[src/vbi_pkg.sv]
// Purpose: shared constants and types for the vertical blanking inserter
// Assumes: 250 MHz pixel-side clock, 8-bit subaddress register port
// Notes: bit periods and lead-in are placement defaults, tune per standard
package vbi_pkg;

  // output video standard reported by the timing generator
  typedef enum logic [2:0] {
    STD_NTSC, STD_PAL, STD_525P, STD_625P, STD_720P, STD_1080I
  } vbi_std_e;

  // subaddresses
  localparam logic [7:0] OFF_PROG_CTRL = 8'h32;
  localparam logic [7:0] OFF_CGMS0 = 8'h41;
  localparam logic [7:0] OFF_CGMS1 = 8'h42;
  localparam logic [7:0] OFF_CGMS2 = 8'h43;
  localparam logic [7:0] OFF_TYPEB_FIRST = 8'h5e;
  localparam logic [7:0] OFF_TYPEB_LAST = 8'h6e;
  localparam logic [7:0] OFF_CCX0 = 8'h91;
  localparam logic [7:0] OFF_CCX1 = 8'h92;
  localparam logic [7:0] OFF_CC0 = 8'h93;
  localparam logic [7:0] OFF_CC1 = 8'h94;
  localparam logic [7:0] OFF_SD_SIG = 8'h99;
  localparam logic [7:0] OFF_WSS0 = 8'h9a;
  localparam logic [7:0] OFF_WSS1 = 8'h9b;
  localparam logic [7:0] OFF_SD_BLANK = 8'ha1;
  localparam int TYPEB_BYTES = 17;
  localparam logic [7:0] REG_RST = 8'h00;

  // control bit positions
  localparam int BIT_CGMS_EN = 6;
  localparam int BIT_CGMS_CRC = 7;
  localparam int BIT_TB_EN = 0;
  localparam int BIT_TB_CRC = 1;
  localparam int BIT_SD_CRC = 4;
  localparam int BIT_WSS_EN = 7;
  localparam int BIT_WSS_BLANK = 7;
  localparam int WSS_RSVD_BIT = 7;

  // insertion lines
  localparam logic [10:0] LN_525P_CGMS = 11'h029;
  localparam logic [10:0] LN_525P_TB = 11'h028;
  localparam logic [10:0] LN_625P_CGMS = 11'h02b;
  localparam logic [10:0] LN_720P_CGMS = 11'h018;
  localparam logic [10:0] LN_1080I_CGMS_A = 11'h013;
  localparam logic [10:0] LN_1080I_CGMS_B = 11'h246;
  localparam logic [10:0] LN_720P_TB = 11'h017;
  localparam logic [10:0] LN_1080I_TB_A = 11'h012;
  localparam logic [10:0] LN_1080I_TB_B = 11'h245;
  localparam logic [10:0] LN_WSS = 11'h017;
  localparam logic [10:0] LN_CC_ODD = 11'h015;
  localparam logic [10:0] LN_CC_EVEN = 11'h11c;

  // frame lengths in transmitted elements
  localparam int FRAME_W = 160;
  localparam logic [7:0] LEN_CGMS = 8'h14;
  localparam logic [7:0] LEN_CGMS_625 = 8'h0e;
  localparam logic [7:0] LEN_TB = 8'h86;
  localparam logic [7:0] LEN_WSS = 8'h43;
  localparam logic [7:0] LEN_CC = 8'h34;

  // fixed patterns sent lsb first, then check preset and polynomial
  localparam logic [28:0] WSS_RUNIN = 29'h15555555;
  localparam logic [23:0] WSS_START = 24'h1e3c1f;
  localparam logic [13:0] CC_RUNIN = 14'h1555;
  localparam logic [5:0] CRC_PRESET = 6'h3f;
  localparam logic [5:0] CRC_POLY = 6'h03;

  // element periods in clocks and lead-in from line start
  localparam logic [7:0] PER_CGMS = 8'h40;
  localparam logic [7:0] PER_TB = 8'h10;
  localparam logic [7:0] PER_WSS = 8'h30;
  localparam logic [7:0] PER_CC = 8'h3f;
  localparam logic [13:0] START_CYC = 14'h0100;

  // video returns on the signaling line after this time
  localparam int CLK_NS = 4;
  localparam int WSS_VIDEO_NS = 42500;
  localparam int WSS_VIDEO_CYC = (WSS_VIDEO_NS + CLK_NS - 1) / CLK_NS;

endpackage

[src/vbi_data_inserter.sv]
// Purpose: inserts copy control, signaling and caption data on blank lines
// Assumes: line_start pulses at the falling horizontal sync edge
// Notes: serial element stream on ins_bit, analog shaping done downstream
`timescale 1ns/1ps
`default_nettype none
//
// How it works
// - 525p with CGMS enabled sends the three-byte CGMS word on line 41.
// - 525p with Type B enabled sends the Type B packet on line 40.
// - 625p with CGMS enabled sends only the low 14 CGMS bits on line 43.
// - 720p with CGMS enabled sends the CGMS word on line 24.
// - 1080i with CGMS enabled sends the CGMS word on lines 19 and 582.
// - 720p with Type B enabled sends the packet on line 23.
// - 1080i with Type B enabled sends the packet on lines 18 and 581.
// - with a CGMS check enable set, top six bits are computed from the low 14.
// - check generators use x^6+x+1, preset to all ones per word.
// - with CGMS check off, all twenty bits come straight from registers.
// - with Type B check on, P122..P127 derive from the first 128 bits.
// - with Type B check off, all 134 bits come straight from registers.
// - a 14-bit signaling word goes on line 23, only in PAL.
// - run-in and start code precede it; video returns 42.5 us after sync.
// - signaling sent only when its enable is set; blank bit blanks it.
// - signaling word field layout fixed; bit 7 always sent as zero.
// - captions go on line 21 of odd fields and 284 of even fields.
// - caption line: 7-cycle run-in, two blank bits, start one, 16 bits.
// - line 21 bytes from the caption pair, line 284 from the extended pair.
// - caption lines are generated internally, pixel input is ignored.
module vbi_data_inserter #(
  parameter logic [13:0] WSS_VIDEO_CYC = 14'(vbi_pkg::WSS_VIDEO_CYC)
) (
  // clock, reset, enable
  input wire logic clk,
  input wire logic nrst,
  input wire logic ce,
  // subaddress register port
  input wire logic reg_we,
  input wire logic reg_re,
  input wire logic [7:0] reg_addr,
  input wire logic [7:0] reg_wdata,
  output logic [7:0] reg_rdata,
  // timing generator
  input wire vbi_pkg::vbi_std_e vid_std,
  input wire logic line_start,
  input wire logic [10:0] line_num,
  input wire logic field_odd,
  input wire logic cc_enable,
  // inserted data
  output logic ins_active,
  output logic ins_bit,
  output logic pix_blank
);

  typedef enum {SQ_IDLE, SQ_LEAD, SQ_SEND} vbi_seq_e;
  typedef enum logic [2:0] {
    KD_NONE, KD_CGMS, KD_TB, KD_WSS, KD_CC, KD_WBLANK
  } vbi_kind_e;

  logic [7:0] prog_ctrl_reg;
  logic [7:0] cgms0_reg;
  logic [7:0] cgms1_reg;
  logic [7:0] cgms2_reg;
  logic [7:0] typeb_reg [vbi_pkg::TYPEB_BYTES];
  logic [7:0] ccx0_reg;
  logic [7:0] ccx1_reg;
  logic [7:0] cc0_reg;
  logic [7:0] cc1_reg;
  logic [7:0] sd_sig_reg;
  logic [7:0] wss0_reg;
  logic [7:0] wss1_reg;
  logic [7:0] sd_blank_reg;
  logic [7:0] rd_next;

  ////////////////////////////////////////////////////////////////////////
  // register writes
  always_ff @(posedge clk or negedge nrst)
  begin
    if (!nrst)
    begin
      prog_ctrl_reg <= vbi_pkg::REG_RST;
      cgms0_reg <= vbi_pkg::REG_RST;
      cgms1_reg <= vbi_pkg::REG_RST;
      cgms2_reg <= vbi_pkg::REG_RST;
      for (int i = 0; i < vbi_pkg::TYPEB_BYTES; i++)
      begin
        typeb_reg[i] <= vbi_pkg::REG_RST;
      end
      ccx0_reg <= vbi_pkg::REG_RST;
      ccx1_reg <= vbi_pkg::REG_RST;
      cc0_reg <= vbi_pkg::REG_RST;
      cc1_reg <= vbi_pkg::REG_RST;
      sd_sig_reg <= vbi_pkg::REG_RST;
      wss0_reg <= vbi_pkg::REG_RST;
      wss1_reg <= vbi_pkg::REG_RST;
      sd_blank_reg <= vbi_pkg::REG_RST;
    end
    else if (ce && reg_we)
    begin
      if (reg_addr >= vbi_pkg::OFF_TYPEB_FIRST &&
          reg_addr <= vbi_pkg::OFF_TYPEB_LAST)
      begin
        typeb_reg[5'(reg_addr - vbi_pkg::OFF_TYPEB_FIRST)] <= reg_wdata;
      end
      unique case (reg_addr)
        vbi_pkg::OFF_PROG_CTRL: prog_ctrl_reg <= reg_wdata;
        vbi_pkg::OFF_CGMS0: cgms0_reg <= reg_wdata;
        vbi_pkg::OFF_CGMS1: cgms1_reg <= reg_wdata;
        vbi_pkg::OFF_CGMS2: cgms2_reg <= reg_wdata;
        vbi_pkg::OFF_CCX0: ccx0_reg <= reg_wdata;
        vbi_pkg::OFF_CCX1: ccx1_reg <= reg_wdata;
        vbi_pkg::OFF_CC0: cc0_reg <= reg_wdata;
        vbi_pkg::OFF_CC1: cc1_reg <= reg_wdata;
        vbi_pkg::OFF_SD_SIG: sd_sig_reg <= reg_wdata;
        vbi_pkg::OFF_WSS0: wss0_reg <= reg_wdata;
        vbi_pkg::OFF_WSS1: wss1_reg <= reg_wdata;
        vbi_pkg::OFF_SD_BLANK: sd_blank_reg <= reg_wdata;
        default: ;
      endcase
    end
  end

  // read mux, unmapped subaddresses read zero
  always_comb
  begin
    rd_next = 8'h00;
    if (reg_addr >= vbi_pkg::OFF_TYPEB_FIRST &&
        reg_addr <= vbi_pkg::OFF_TYPEB_LAST)
    begin
      rd_next = typeb_reg[5'(reg_addr - vbi_pkg::OFF_TYPEB_FIRST)];
    end
    unique case (reg_addr)
      vbi_pkg::OFF_PROG_CTRL: rd_next = prog_ctrl_reg;
      vbi_pkg::OFF_CGMS0: rd_next = cgms0_reg;
      vbi_pkg::OFF_CGMS1: rd_next = cgms1_reg;
      vbi_pkg::OFF_CGMS2: rd_next = cgms2_reg;
      vbi_pkg::OFF_CCX0: rd_next = ccx0_reg;
      vbi_pkg::OFF_CCX1: rd_next = ccx1_reg;
      vbi_pkg::OFF_CC0: rd_next = cc0_reg;
      vbi_pkg::OFF_CC1: rd_next = cc1_reg;
      vbi_pkg::OFF_SD_SIG: rd_next = sd_sig_reg;
      vbi_pkg::OFF_WSS0: rd_next = wss0_reg;
      vbi_pkg::OFF_WSS1: rd_next = wss1_reg;
      vbi_pkg::OFF_SD_BLANK: rd_next = sd_blank_reg;
      default: ;
    endcase
  end

  // registered read data, one cycle after the read strobe
  always_ff @(posedge clk or negedge nrst)
  begin
    if (!nrst)
      reg_rdata <= 8'h00;
    else if (ce && reg_re)
      reg_rdata <= rd_next;
  end

  ////////////////////////////////////////////////////////////////////////
  // payload assembly
  logic cgms_en;
  logic tb_en;
  logic [19:0] cgms_raw;
  logic [5:0] cgms_crc;
  logic [19:0] cgms_word;
  logic [133:0] tb_raw;
  logic [5:0] tb_crc;
  logic [133:0] tb_pkt;
  logic [13:0] wss_word;
  logic [7:0] cc_b0;
  logic [7:0] cc_b1;
  logic [18:0] cc_bits;
  logic [37:0] cc_dbl;

  assign cgms_en = prog_ctrl_reg[vbi_pkg::BIT_CGMS_EN];
  assign tb_en = typeb_reg[0][vbi_pkg::BIT_TB_EN];
  assign cgms_raw = {cgms0_reg[3:0], cgms1_reg, cgms2_reg};

  // check bits over C13..C0
  vbi_crc6 #(.MSG_W(14)) u_cgms_crc (
    .msg(cgms_raw[13:0]),
    .crc(cgms_crc)
  );
  assign cgms_word = (prog_ctrl_reg[vbi_pkg::BIT_CGMS_CRC] ||
                      sd_sig_reg[vbi_pkg::BIT_SD_CRC]) ?
                     {cgms_crc, cgms_raw[13:0]} : cgms_raw;

  // packet packing: H0..H5 from the control byte, P bits from the rest
  assign tb_raw[5:0] = typeb_reg[0][7:2];
  for (genvar g = 1; g < vbi_pkg::TYPEB_BYTES; g++)
  begin : g_tb
    assign tb_raw[6 + 8 * (g - 1) +: 8] = typeb_reg[g];
  end
  vbi_crc6 #(.MSG_W(128)) u_tb_crc (
    .msg(tb_raw[127:0]),
    .crc(tb_crc)
  );
  assign tb_pkt = typeb_reg[0][vbi_pkg::BIT_TB_CRC] ?
                  {tb_crc, tb_raw[127:0]} : tb_raw;

  // signaling word, reserved bit forced low
  assign wss_word = {wss1_reg[5:0], 1'b0, wss0_reg[6:0]};

  // caption bytes per field, parity made odd over each byte
  assign cc_b0 = field_odd ? cc0_reg : ccx0_reg;
  assign cc_b1 = field_odd ? cc1_reg : ccx1_reg;
  assign cc_bits = {~^cc_b1[6:0], cc_b1[6:0],
                    ~^cc_b0[6:0], cc_b0[6:0], 3'b100};
  for (genvar g = 0; g < 19; g++)
  begin : g_cc
    assign cc_dbl[2 * g +: 2] = {cc_bits[g], cc_bits[g]};
  end

  ////////////////////////////////////////////////////////////////////////
  // line selection at line start
  vbi_kind_e sel_kind;
  logic [7:0] sel_len;
  logic [7:0] sel_per;
  logic [vbi_pkg::FRAME_W-1:0] sel_bits;

  always_comb
  begin
    sel_kind = KD_NONE;
    sel_len = 8'h00;
    sel_per = 8'h00;
    sel_bits = '0;
    if (cgms_en && ((vid_std == vbi_pkg::STD_525P &&
         line_num == vbi_pkg::LN_525P_CGMS) ||
        (vid_std == vbi_pkg::STD_720P &&
         line_num == vbi_pkg::LN_720P_CGMS) ||
        (vid_std == vbi_pkg::STD_1080I &&
         (line_num == vbi_pkg::LN_1080I_CGMS_A ||
          line_num == vbi_pkg::LN_1080I_CGMS_B))))
    begin
      sel_kind = KD_CGMS;
      sel_len = vbi_pkg::LEN_CGMS;
      sel_per = vbi_pkg::PER_CGMS;
      sel_bits[19:0] = cgms_word;
    end
    else if (cgms_en && vid_std == vbi_pkg::STD_625P &&
             line_num == vbi_pkg::LN_625P_CGMS)
    begin
      sel_kind = KD_CGMS;
      sel_len = vbi_pkg::LEN_CGMS_625;
      sel_per = vbi_pkg::PER_CGMS;
      sel_bits[13:0] = {cgms1_reg[5:0], cgms2_reg};
    end
    else if (tb_en && ((vid_std == vbi_pkg::STD_525P &&
              line_num == vbi_pkg::LN_525P_TB) ||
             (vid_std == vbi_pkg::STD_720P &&
              line_num == vbi_pkg::LN_720P_TB) ||
             (vid_std == vbi_pkg::STD_1080I &&
              (line_num == vbi_pkg::LN_1080I_TB_A ||
               line_num == vbi_pkg::LN_1080I_TB_B))))
    begin
      sel_kind = KD_TB;
      sel_len = vbi_pkg::LEN_TB;
      sel_per = vbi_pkg::PER_TB;
      sel_bits[133:0] = tb_pkt;
    end
    else if (vid_std == vbi_pkg::STD_PAL && line_num == vbi_pkg::LN_WSS)
    begin
      if (sd_blank_reg[vbi_pkg::BIT_WSS_BLANK])
        sel_kind = KD_WBLANK;
      else if (sd_sig_reg[vbi_pkg::BIT_WSS_EN])
      begin
        sel_kind = KD_WSS;
        sel_len = vbi_pkg::LEN_WSS;
        sel_per = vbi_pkg::PER_WSS;
        sel_bits[66:0] = {wss_word, vbi_pkg::WSS_START,
                          vbi_pkg::WSS_RUNIN};
      end
    end
    else if (cc_enable && vid_std == vbi_pkg::STD_NTSC &&
             ((field_odd && line_num == vbi_pkg::LN_CC_ODD) ||
              (!field_odd && line_num == vbi_pkg::LN_CC_EVEN)))
    begin
      sel_kind = KD_CC;
      sel_len = vbi_pkg::LEN_CC;
      sel_per = vbi_pkg::PER_CC;
      sel_bits[51:0] = {cc_dbl, vbi_pkg::CC_RUNIN};
    end
  end

  ////////////////////////////////////////////////////////////////////////
  // line timer, saturates at the top
  logic [13:0] line_cyc_reg;
  always_ff @(posedge clk or negedge nrst)
  begin
    if (!nrst)
      line_cyc_reg <= 14'h0000;
    else if (ce && line_start)
      line_cyc_reg <= 14'h0000;
    else if (ce && line_cyc_reg != 14'h3fff)
      line_cyc_reg <= line_cyc_reg + 14'h0001;
  end

  // element sequencer
  vbi_seq_e seq_reg;
  vbi_kind_e kind_reg;
  logic [7:0] len_reg;
  logic [7:0] per_reg;
  logic [7:0] per_cnt_reg;
  logic [7:0] bit_cnt_reg;
  logic [vbi_pkg::FRAME_W-1:0] shift_reg;
  logic elem_end;

  assign elem_end = per_cnt_reg == per_reg - 8'h01;

  always_ff @(posedge clk or negedge nrst)
  begin
    if (!nrst)
    begin
      seq_reg <= SQ_IDLE;
      kind_reg <= KD_NONE;
      len_reg <= 8'h00;
      per_reg <= 8'h00;
      per_cnt_reg <= 8'h00;
      bit_cnt_reg <= 8'h00;
      shift_reg <= '0;
      ins_active <= 1'b0;
      ins_bit <= 1'b0;
    end
    else if (ce && line_start)
    begin
      kind_reg <= sel_kind;
      len_reg <= sel_len;
      per_reg <= sel_per;
      shift_reg <= sel_bits;
      seq_reg <= (sel_len != 8'h00) ? SQ_LEAD : SQ_IDLE;
      ins_active <= 1'b0;
      ins_bit <= 1'b0;
    end
    else if (ce)
    begin
      unique case (seq_reg)
        SQ_IDLE: ;
        SQ_LEAD:
          if (line_cyc_reg == vbi_pkg::START_CYC)
          begin
            seq_reg <= SQ_SEND;
            ins_active <= 1'b1;
            ins_bit <= shift_reg[0];
            shift_reg <= shift_reg >> 1;
            per_cnt_reg <= 8'h00;
            bit_cnt_reg <= 8'h00;
          end
        SQ_SEND:
          if (!elem_end)
            per_cnt_reg <= per_cnt_reg + 8'h01;
          else if (bit_cnt_reg == len_reg - 8'h01)
          begin
            seq_reg <= SQ_IDLE;
            ins_active <= 1'b0;
            ins_bit <= 1'b0;
          end
          else
          begin
            per_cnt_reg <= 8'h00;
            bit_cnt_reg <= bit_cnt_reg + 8'h01;
            ins_bit <= shift_reg[0];
            shift_reg <= shift_reg >> 1;
          end
      endcase
    end
  end

  // pixel blanking: whole caption line, signaling line until video returns
  always_ff @(posedge clk or negedge nrst)
  begin
    if (!nrst)
      pix_blank <= 1'b0;
    else if (ce && line_start)
      pix_blank <= sel_kind != KD_NONE;
    else if (ce && (kind_reg == KD_WSS || kind_reg == KD_WBLANK))
    begin
      if (line_cyc_reg == WSS_VIDEO_CYC - 14'h0001)
        pix_blank <= 1'b0;
    end
    else if (ce && (kind_reg == KD_CGMS || kind_reg == KD_TB))
    begin
      if (seq_reg == SQ_SEND && elem_end && bit_cnt_reg == len_reg - 8'h01)
        pix_blank <= 1'b0;
    end
  end
endmodule
`default_nettype wire

[src/vbi_crc6.sv]
// Purpose: six-bit check sequence over a message, x^6 + x + 1
// Assumes: message bit 0 is the first bit on the line
// Notes: purely combinational; out bit 0 is the first check bit sent
`timescale 1ns/1ps
`default_nettype none
module vbi_crc6 #(
  parameter int MSG_W = 14
) (
  // message in transmission order
  input wire logic [MSG_W-1:0] msg,
  // check bits, out[0] sent first
  output logic [5:0] crc
);

  // serial register stepped once per message bit
  always_comb
  begin
    logic fb;
    logic [5:0] r;
    fb = 1'b0;
    r = vbi_pkg::CRC_PRESET;
    for (int i = 0; i < MSG_W; i++)
    begin
      fb = msg[i] ^ r[5];
      r = {r[4:0], 1'b0} ^ (fb ? vbi_pkg::CRC_POLY : 6'h00);
    end
    for (int k = 0; k < 6; k++)
    begin
      crc[k] = r[5-k];
    end
  end

endmodule
`default_nettype wire

[config.mk]
export PLATFORM = sky130hd
export DESIGN_NAME = vbi_data_inserter
export DESIGN_NICKNAME = d
export VERILOG_FILES = /design/src/vbi_pkg.sv /design/src/vbi_data_inserter.sv /design/src/vbi_crc6.sv
export SDC_FILE = /design/constraint.sdc
export NUM_CORES = 1
export LEC_CHECK = 0
export ABC_AREA = 1
export BUFFER_PORTS_ARGS = -buffer_cell sky130_fd_sc_hd__buf_2
export CAP_MARGIN = 15
export CORE_MARGIN = 4
export CORE_UTILIZATION = 60
export CTS_CLUSTER_SIZE = 30
export DETAILED_ROUTE_END_ITERATION = 7
export HOLD_SLACK_MARGIN = 0.12
export MAX_ROUTING_LAYER = met4
export PLACE_DENSITY = 0.73
export REMOVE_ABC_BUFFERS = 1
export SLEW_MARGIN = 20
export SYNTH_ARGS = -nofsm -noshare
export SYNTH_HDL_FRONTEND = slang
export SYNTH_SLANG_ARGS = --single-unit
[constraint.sdc]
create_clock -name clk -period 13.3 [get_ports clk]
set_clock_uncertainty 0.1 [all_clocks]
set_input_delay 1.33 -clock clk [delete_from_list [all_inputs] [get_ports clk]]
set_output_delay 1.33 -clock clk [all_outputs]
set_load 0.02 [all_outputs]
==> results.yml, run 1 <==
outcome:
  status: "finished clean"
critical_path:
  cp_common_cell: "nand2_1"
  critical_path.top_delay_family: "simple AND/OR/NAND/NOR gates"
  slowest_stage: "dfrtp_1"
  slowest_delay_ns: 0.57
  cp_max_fo: 8
  reg2reg_depth: 68
  setup.worst_path.start_class: "register"
  critPathRequiredTime_ns: 13.72
  worst-path-buf-inv: 3
  path_class: "register to register"
  worst_setup_path_end_kind: "register"
  cp.depth: 68
  cp_data_arrival_time_ns: 7.71
yosys:
  avgSynthCellArea_um2: 7.39
  synth_edf_count: 0
  yosys.area.top_type: "dfrtp_1"
  postSynthCellCount: 3532
  synth_cell_type_count: 57
  async_flop_share: 1.00
  yosysMostFrequentCell: "nand2_1"
  synth_area_mm2: 0.0261
  yosysWarnings: 0
  synth-seq-cells: 421
  ys.flop_type: "dfrtp_1"
  yosysSeqAreaShare: 0.404
  synth_top_area_frac: 0.404
  synth_area_leaders: "dfrtp_1, nand2_1, o21ai_0, nand3_1, inv_1"
  yosys-top-cells-count: "nand2_1, dfrtp_1, o21ai_0"
clocking:
  cts_buffers: 46
  clk_pin_slew_ns: 0.06
  post_cts_resized: 0
  cts_tree: "done"
  htree_num_levels: 2
  clk_path_buf_depth: 3
  clock_latency_ns: 0.60
  cts_setup_buffers: 0
  cts-hold-fix-buffers: 0
  cts_sinks: 421
  ctsRootBufferMaster: "clkbuf_16"
routing:
  route.antenna.remaining_nets: 0
  via_per_inst: 6.17
  dr_wl_met3_um: 7750
  drc: 0
  top_layer_used: "met4"
  wl_per_cell_um: 20.6
  via_count: 25598
  postRouteWirelength_um: 85500
  firstDrtPassIters: 7
  met1Wirelength_um: 36700
  drt_iter0_drc: 3137
  wl_met2_um: 37700
cells_and_area:
  area_delta_synth_final_pct: 8.96
  layoutNonFillerInstCount: 4148
  fill_cells: 3739
  nNetsFinal: 3572
  multiInputGateArea_mm2: 0.0135
  drive_gt1_frac: 0.136
  seqCellArea_mm2: 0.0105
floorplan:
  pin_count: 49
  start_util: 0.606
  die_w_um: 217
  die_h_um: 217
  num_rows: 76
  die_area_mm2: 0.0469
  core_area_mm2: 0.0431
min_path:
  hp-class: "register to register"
  hold_depth: 2
global_route:
  grt_pass1_wl_um: 135000
  antenna_found_initial: 1
  gr-total-overflow: 0
  grt_usage: 0.371
  grt_pass1_vias: 23744
  grt_max_degree: 115
timing:
  min_period_ns: 7.29
  hold_ws_ns: 0.382
  tightestPinTransition_ns: 1.11
  finalSetupViolations: 0
  maxSlewHeadroom: 0.250
  hold_violations: 0
  timing.final.ws_setup_ns: 6.01
  min_period_over_period: 0.548
  rsz0062_at_grt: "false"
  drv_slew: 0
  fin_tns_setup_ns: 0
  fmax_mhz: 137
place:
  portBuffers: 48
  dpl.hpwl_um: 61000
  dp_slack_ns: 6.19
  place_inst: 4062
  gp_congestion: 1.02
run:
  maxCapViolCount: 0
## layout by cell type (no fill, tap or decap), types with 10 or more instances in the layout
| cell type | n |
|---|---|
| nand2_4 | 38 |
| dfrtp_1 | 421 |
| buf_2 | 47 |
| nand3_1 | 323 |
| a32oi_1 | 13 |
| clkbuf_16 | 47 |
| a221oi_1 | 64 |
| nand3_2 | 46 |
| xor2_1 | 42 |
| nand2_1 | 942 |
| nor3_1 | 35 |
| xnor2_1 | 26 |
| inv_2 | 39 |
| clkbuf_8 | 11 |
| nand2_2 | 175 |
| o21ai_0 | 391 |
| nand4_1 | 23 |
| a21oi_1 | 55 |
| o41ai_1 | 10 |
| o22ai_1 | 88 |
| a22o_1 | 14 |
| buf_4 | 34 |
| inv_1 | 340 |
| o211ai_1 | 66 |
| nand3b_1 | 12 |
| nor2_1 | 133 |
## cell families after synthesis
logic type,after synthesis,synth area share
flip-flops,421,0.404
XOR/XNOR,70,0.0241
AND/OR/NAND/NOR,1757,0.315
AO/OA/AOI/OAI,744,0.173
multiplexers,4,0.00153
buffers and inverters,527,0.0788
adder cells (fa/ha/maj),9,0.00431
## worst reg2reg max path, delay by kind of cell, from the launching register on
family	cells	cell delay [ns]
AND/OR/NAND/NOR	64	6.24
flip-flops	1	0.57
buffers and inverters	3	0.21
AO/OA/AOI/OAI	1	0.12
## metal layers
metal / global-route usage / vias to the layer above
li1: - / 11833
met1: 0.529 / 12275
met2: 0.549 / 1272
met3: 0.0520 / 218
met4: 0.130 / 0
met5: - / -
## area by class of cell
type / instances / share of cell area
multi-input combinational: 2584 / 0.476
sequential: 421 / 0.370
inverter: 390 / 0.0519
clock buffer: 62 / 0.0472
tap: 585 / 0.0257
timing repair buffer: 82 / 0.0178
clock inverter: 22 / 0.0107
antenna: 2 / 0.000176
## metrics by stage
stage | area (µm²) | util
2_1_floorplan | 25500 | -
3_3_place_gp | 26800 | 0.622
3_5_place_dp | 26800 | 0.622
4_1_cts | 28400 | 0.660
5_1_grt | 28400 | 0.660
6_report | 28400 | 0.660
## worst paths after layout
check | startpoint | endpoint | slack [ns]
hold / removal | shift_reg[37] | shift_reg[37] | 0.38
hold reg to reg | shift_reg[37] | shift_reg[37] | 0.38
max in group asynchronous | nrst | shift_reg[74] | 9.40
setup reg to reg | tb_raw[1] | shift_reg[132] | 6.01
setup / recovery | tb_raw[1] | shift_reg[132] | 6.01
min in group asynchronous | nrst | per_cnt_reg[4] | 0.68
Power of run 1 is left out: the tool's default activity adds up to more than one toggle a clock period on the data nets, which glitch-free logic cannot reach.
==> run 2, diff against run 1 <==
--- a/config.mk
+++ b/config.mk
@@ -9,7 +9,7 @@
 export BUFFER_PORTS_ARGS = -buffer_cell sky130_fd_sc_hd__buf_2
 export CAP_MARGIN = 15
 export CORE_MARGIN = 4
-export CORE_UTILIZATION = 60
+export CORE_UTILIZATION = 58
 export CTS_CLUSTER_SIZE = 30
 export DETAILED_ROUTE_END_ITERATION = 7
 export HOLD_SLACK_MARGIN = 0.12
==> constraint.sdc (replaced) <==
create_clock -name clk -period 6.3 [get_ports clk]
set_clock_uncertainty 0.1 [all_clocks]
set_input_delay 0.63 -clock clk [delete_from_list [all_inputs] [get_ports clk]]
set_output_delay 0.63 -clock clk [all_outputs]
set_load 0.02 [all_outputs]
==> results.yml, run 2 (synthesis gave the netlist of run 1 again) <==
outcome:
  status: "finished, violations left"
  violations: "setup timing"
critical_path:
  cp_max_fo: 5
  cp_data_arrival_time_ns: 7.47
  worst_setup_path_end_kind: "register"
  slowest_stage: "dfrtp_2"
  critPathRequiredTime_ns: 6.71
  path_class: "register to register"
  slowest_delay_ns: 0.45
  setup.worst_path.start_class: "register"
  cp_common_cell: "nand2_2"
routing:
  wl_per_cell_um: 20.9
  route.antenna.remaining_nets: 0
  via_count: 26214
  via_per_inst: 6.20
  drc: 0
  firstDrtPassIters: 6
  postRouteWirelength_um: 88500
  drt_iter0_drc: 2805
cells_and_area:
  drive_gt1_frac: 0.202
  nNetsFinal: 3643
  multiInputGateArea_mm2: 0.0145
  area_delta_synth_final_pct: 14.8
  layoutNonFillerInstCount: 4227
  fill_cells: 3750
  final_cell_mix: "nand2_1, dfrtp_1, o21ai_0"
  final_common_cell: "nand2_1"
  seqCellArea_mm2: 0.0105
floorplan:
  pin_count: 49
  num_rows: 77
  die_h_um: 220
  core_area_mm2: 0.0443
  die_area_mm2: 0.0485
  die_w_um: 220
  start_util: 0.589
clocking:
  clk_pin_slew_ns: 0.06
  clock_latency_ns: 0.60
  cts_tree: "done"
  cts_sinks: 421
  htree_num_levels: 2
  clk_path_buf_depth: 3
  ctsRootBufferMaster: "clkbuf_16"
  cts_buffers: 47
place:
  place_inst: 4125
  portBuffers: 48
  dp_slack_ns: -0.797
  gp_congestion: 0.998
  dpl.hpwl_um: 62400
run:
  maxCapViolCount: 0
timing:
  hold_violations: 0
  tightestPinTransition_ns: 1.10
  min_period_over_period: 1.12
  fin_tns_setup_ns: -4.17
  min_period_ns: 7.06
  rsz0062_at_grt: "true"
  finalSetupViolations: 6
  drv_slew: 0
  fmax_mhz: 142
  timing.final.ws_setup_ns: -0.758
  maxSlewHeadroom: 0.260
global_route:
  gr-total-overflow: 0
  antenna_found_initial: 2
  grt_usage: 0.372
  grt_max_degree: 141
  grt_pass1_vias: 24490
  grt_pass1_wl_um: 138000
min_path:
  hp-class: "input pin to register"
run 2: cell types whose count changed in the layout (fill, tap and decap cells not counted), moves of 15 or more:
cell / before / now
buf_4: 34 / 100
nand2_1: 942 / 843
nand2_2: 175 / 241
nand2_4: 38 / 71
nand3_1: 323 / 256
nand3_2: 46 / 98
nand3_4: 0 / 15
run 2: final timing paths:
kind	from	to	slack (ns)	cells past startpoint
worst max-delay path	tb_raw[0]	shift_reg[132]	-0.76	70
worst min-delay path	reg_wdata[0]	tb_raw[70]	0.20	3
worst max register to register	tb_raw[0]	shift_reg[132]	-0.76	70
worst min register to register	shift_reg[46]	shift_reg[46]	0.38	2
max in group asynchronous	nrst	cc0_reg[1]	4.13	3
min in group asynchronous	nrst	per_cnt_reg[3]	0.55	2
run 2: timing repair:
item	in CTS	in global routing
buffers inserted	10	3
resized for setup	140	95
pin swaps	44	54
setup endpoints to repair	6	6
hold buffers	1	0
gates cloned	0	0
endpoints found under the hold margin	88	0
run 2: area by class of cell:
type	instances	share of cell area
Timing Repair Buffer	152	0.0355
Clock buffer	64	0.0458
Tap cell	592	0.0247
Sequential cell	421	0.352
Multi-Input combinational cell	2584	0.482
Antenna cell	2	0.000167
Inverter	390	0.0494
Clock inverter	22	0.0104
run 2: metrics by stage:
| stage | area (µm²) | utilization | hold slack [ns] |
|---|---|---|---|
| floorplan | 25500 | - | 0.234 |
| global placement | 27200 | 0.614 | 0.361 |
| detailed placement | 27200 | 0.614 | 0.361 |
| CTS | 29600 | 0.667 | 0.170 |
| global route | 30000 | 0.676 | 0.197 |
| finish | 30000 | 0.676 | 0.200 |
run 2: worst max-delay path: cells and delay by family, from the launching register on:
family	cells	cell delay (ns)
DFF	1	0.45
AOI/OAI and AO/OA	1	0.13
and+or+nand+nor	62	5.82
buffers and inverters	7	0.44
run 2: per-layer routing:
layer,track usage,wire (µm),up-vias
met5,-,0,-
met4,0.142,3640,0
met3,0.0610,8330,249
met2,0.561,39600,1351
met1,0.509,37000,12602
li1,-,-,12012
Power of run 2 is left out for the same reason.
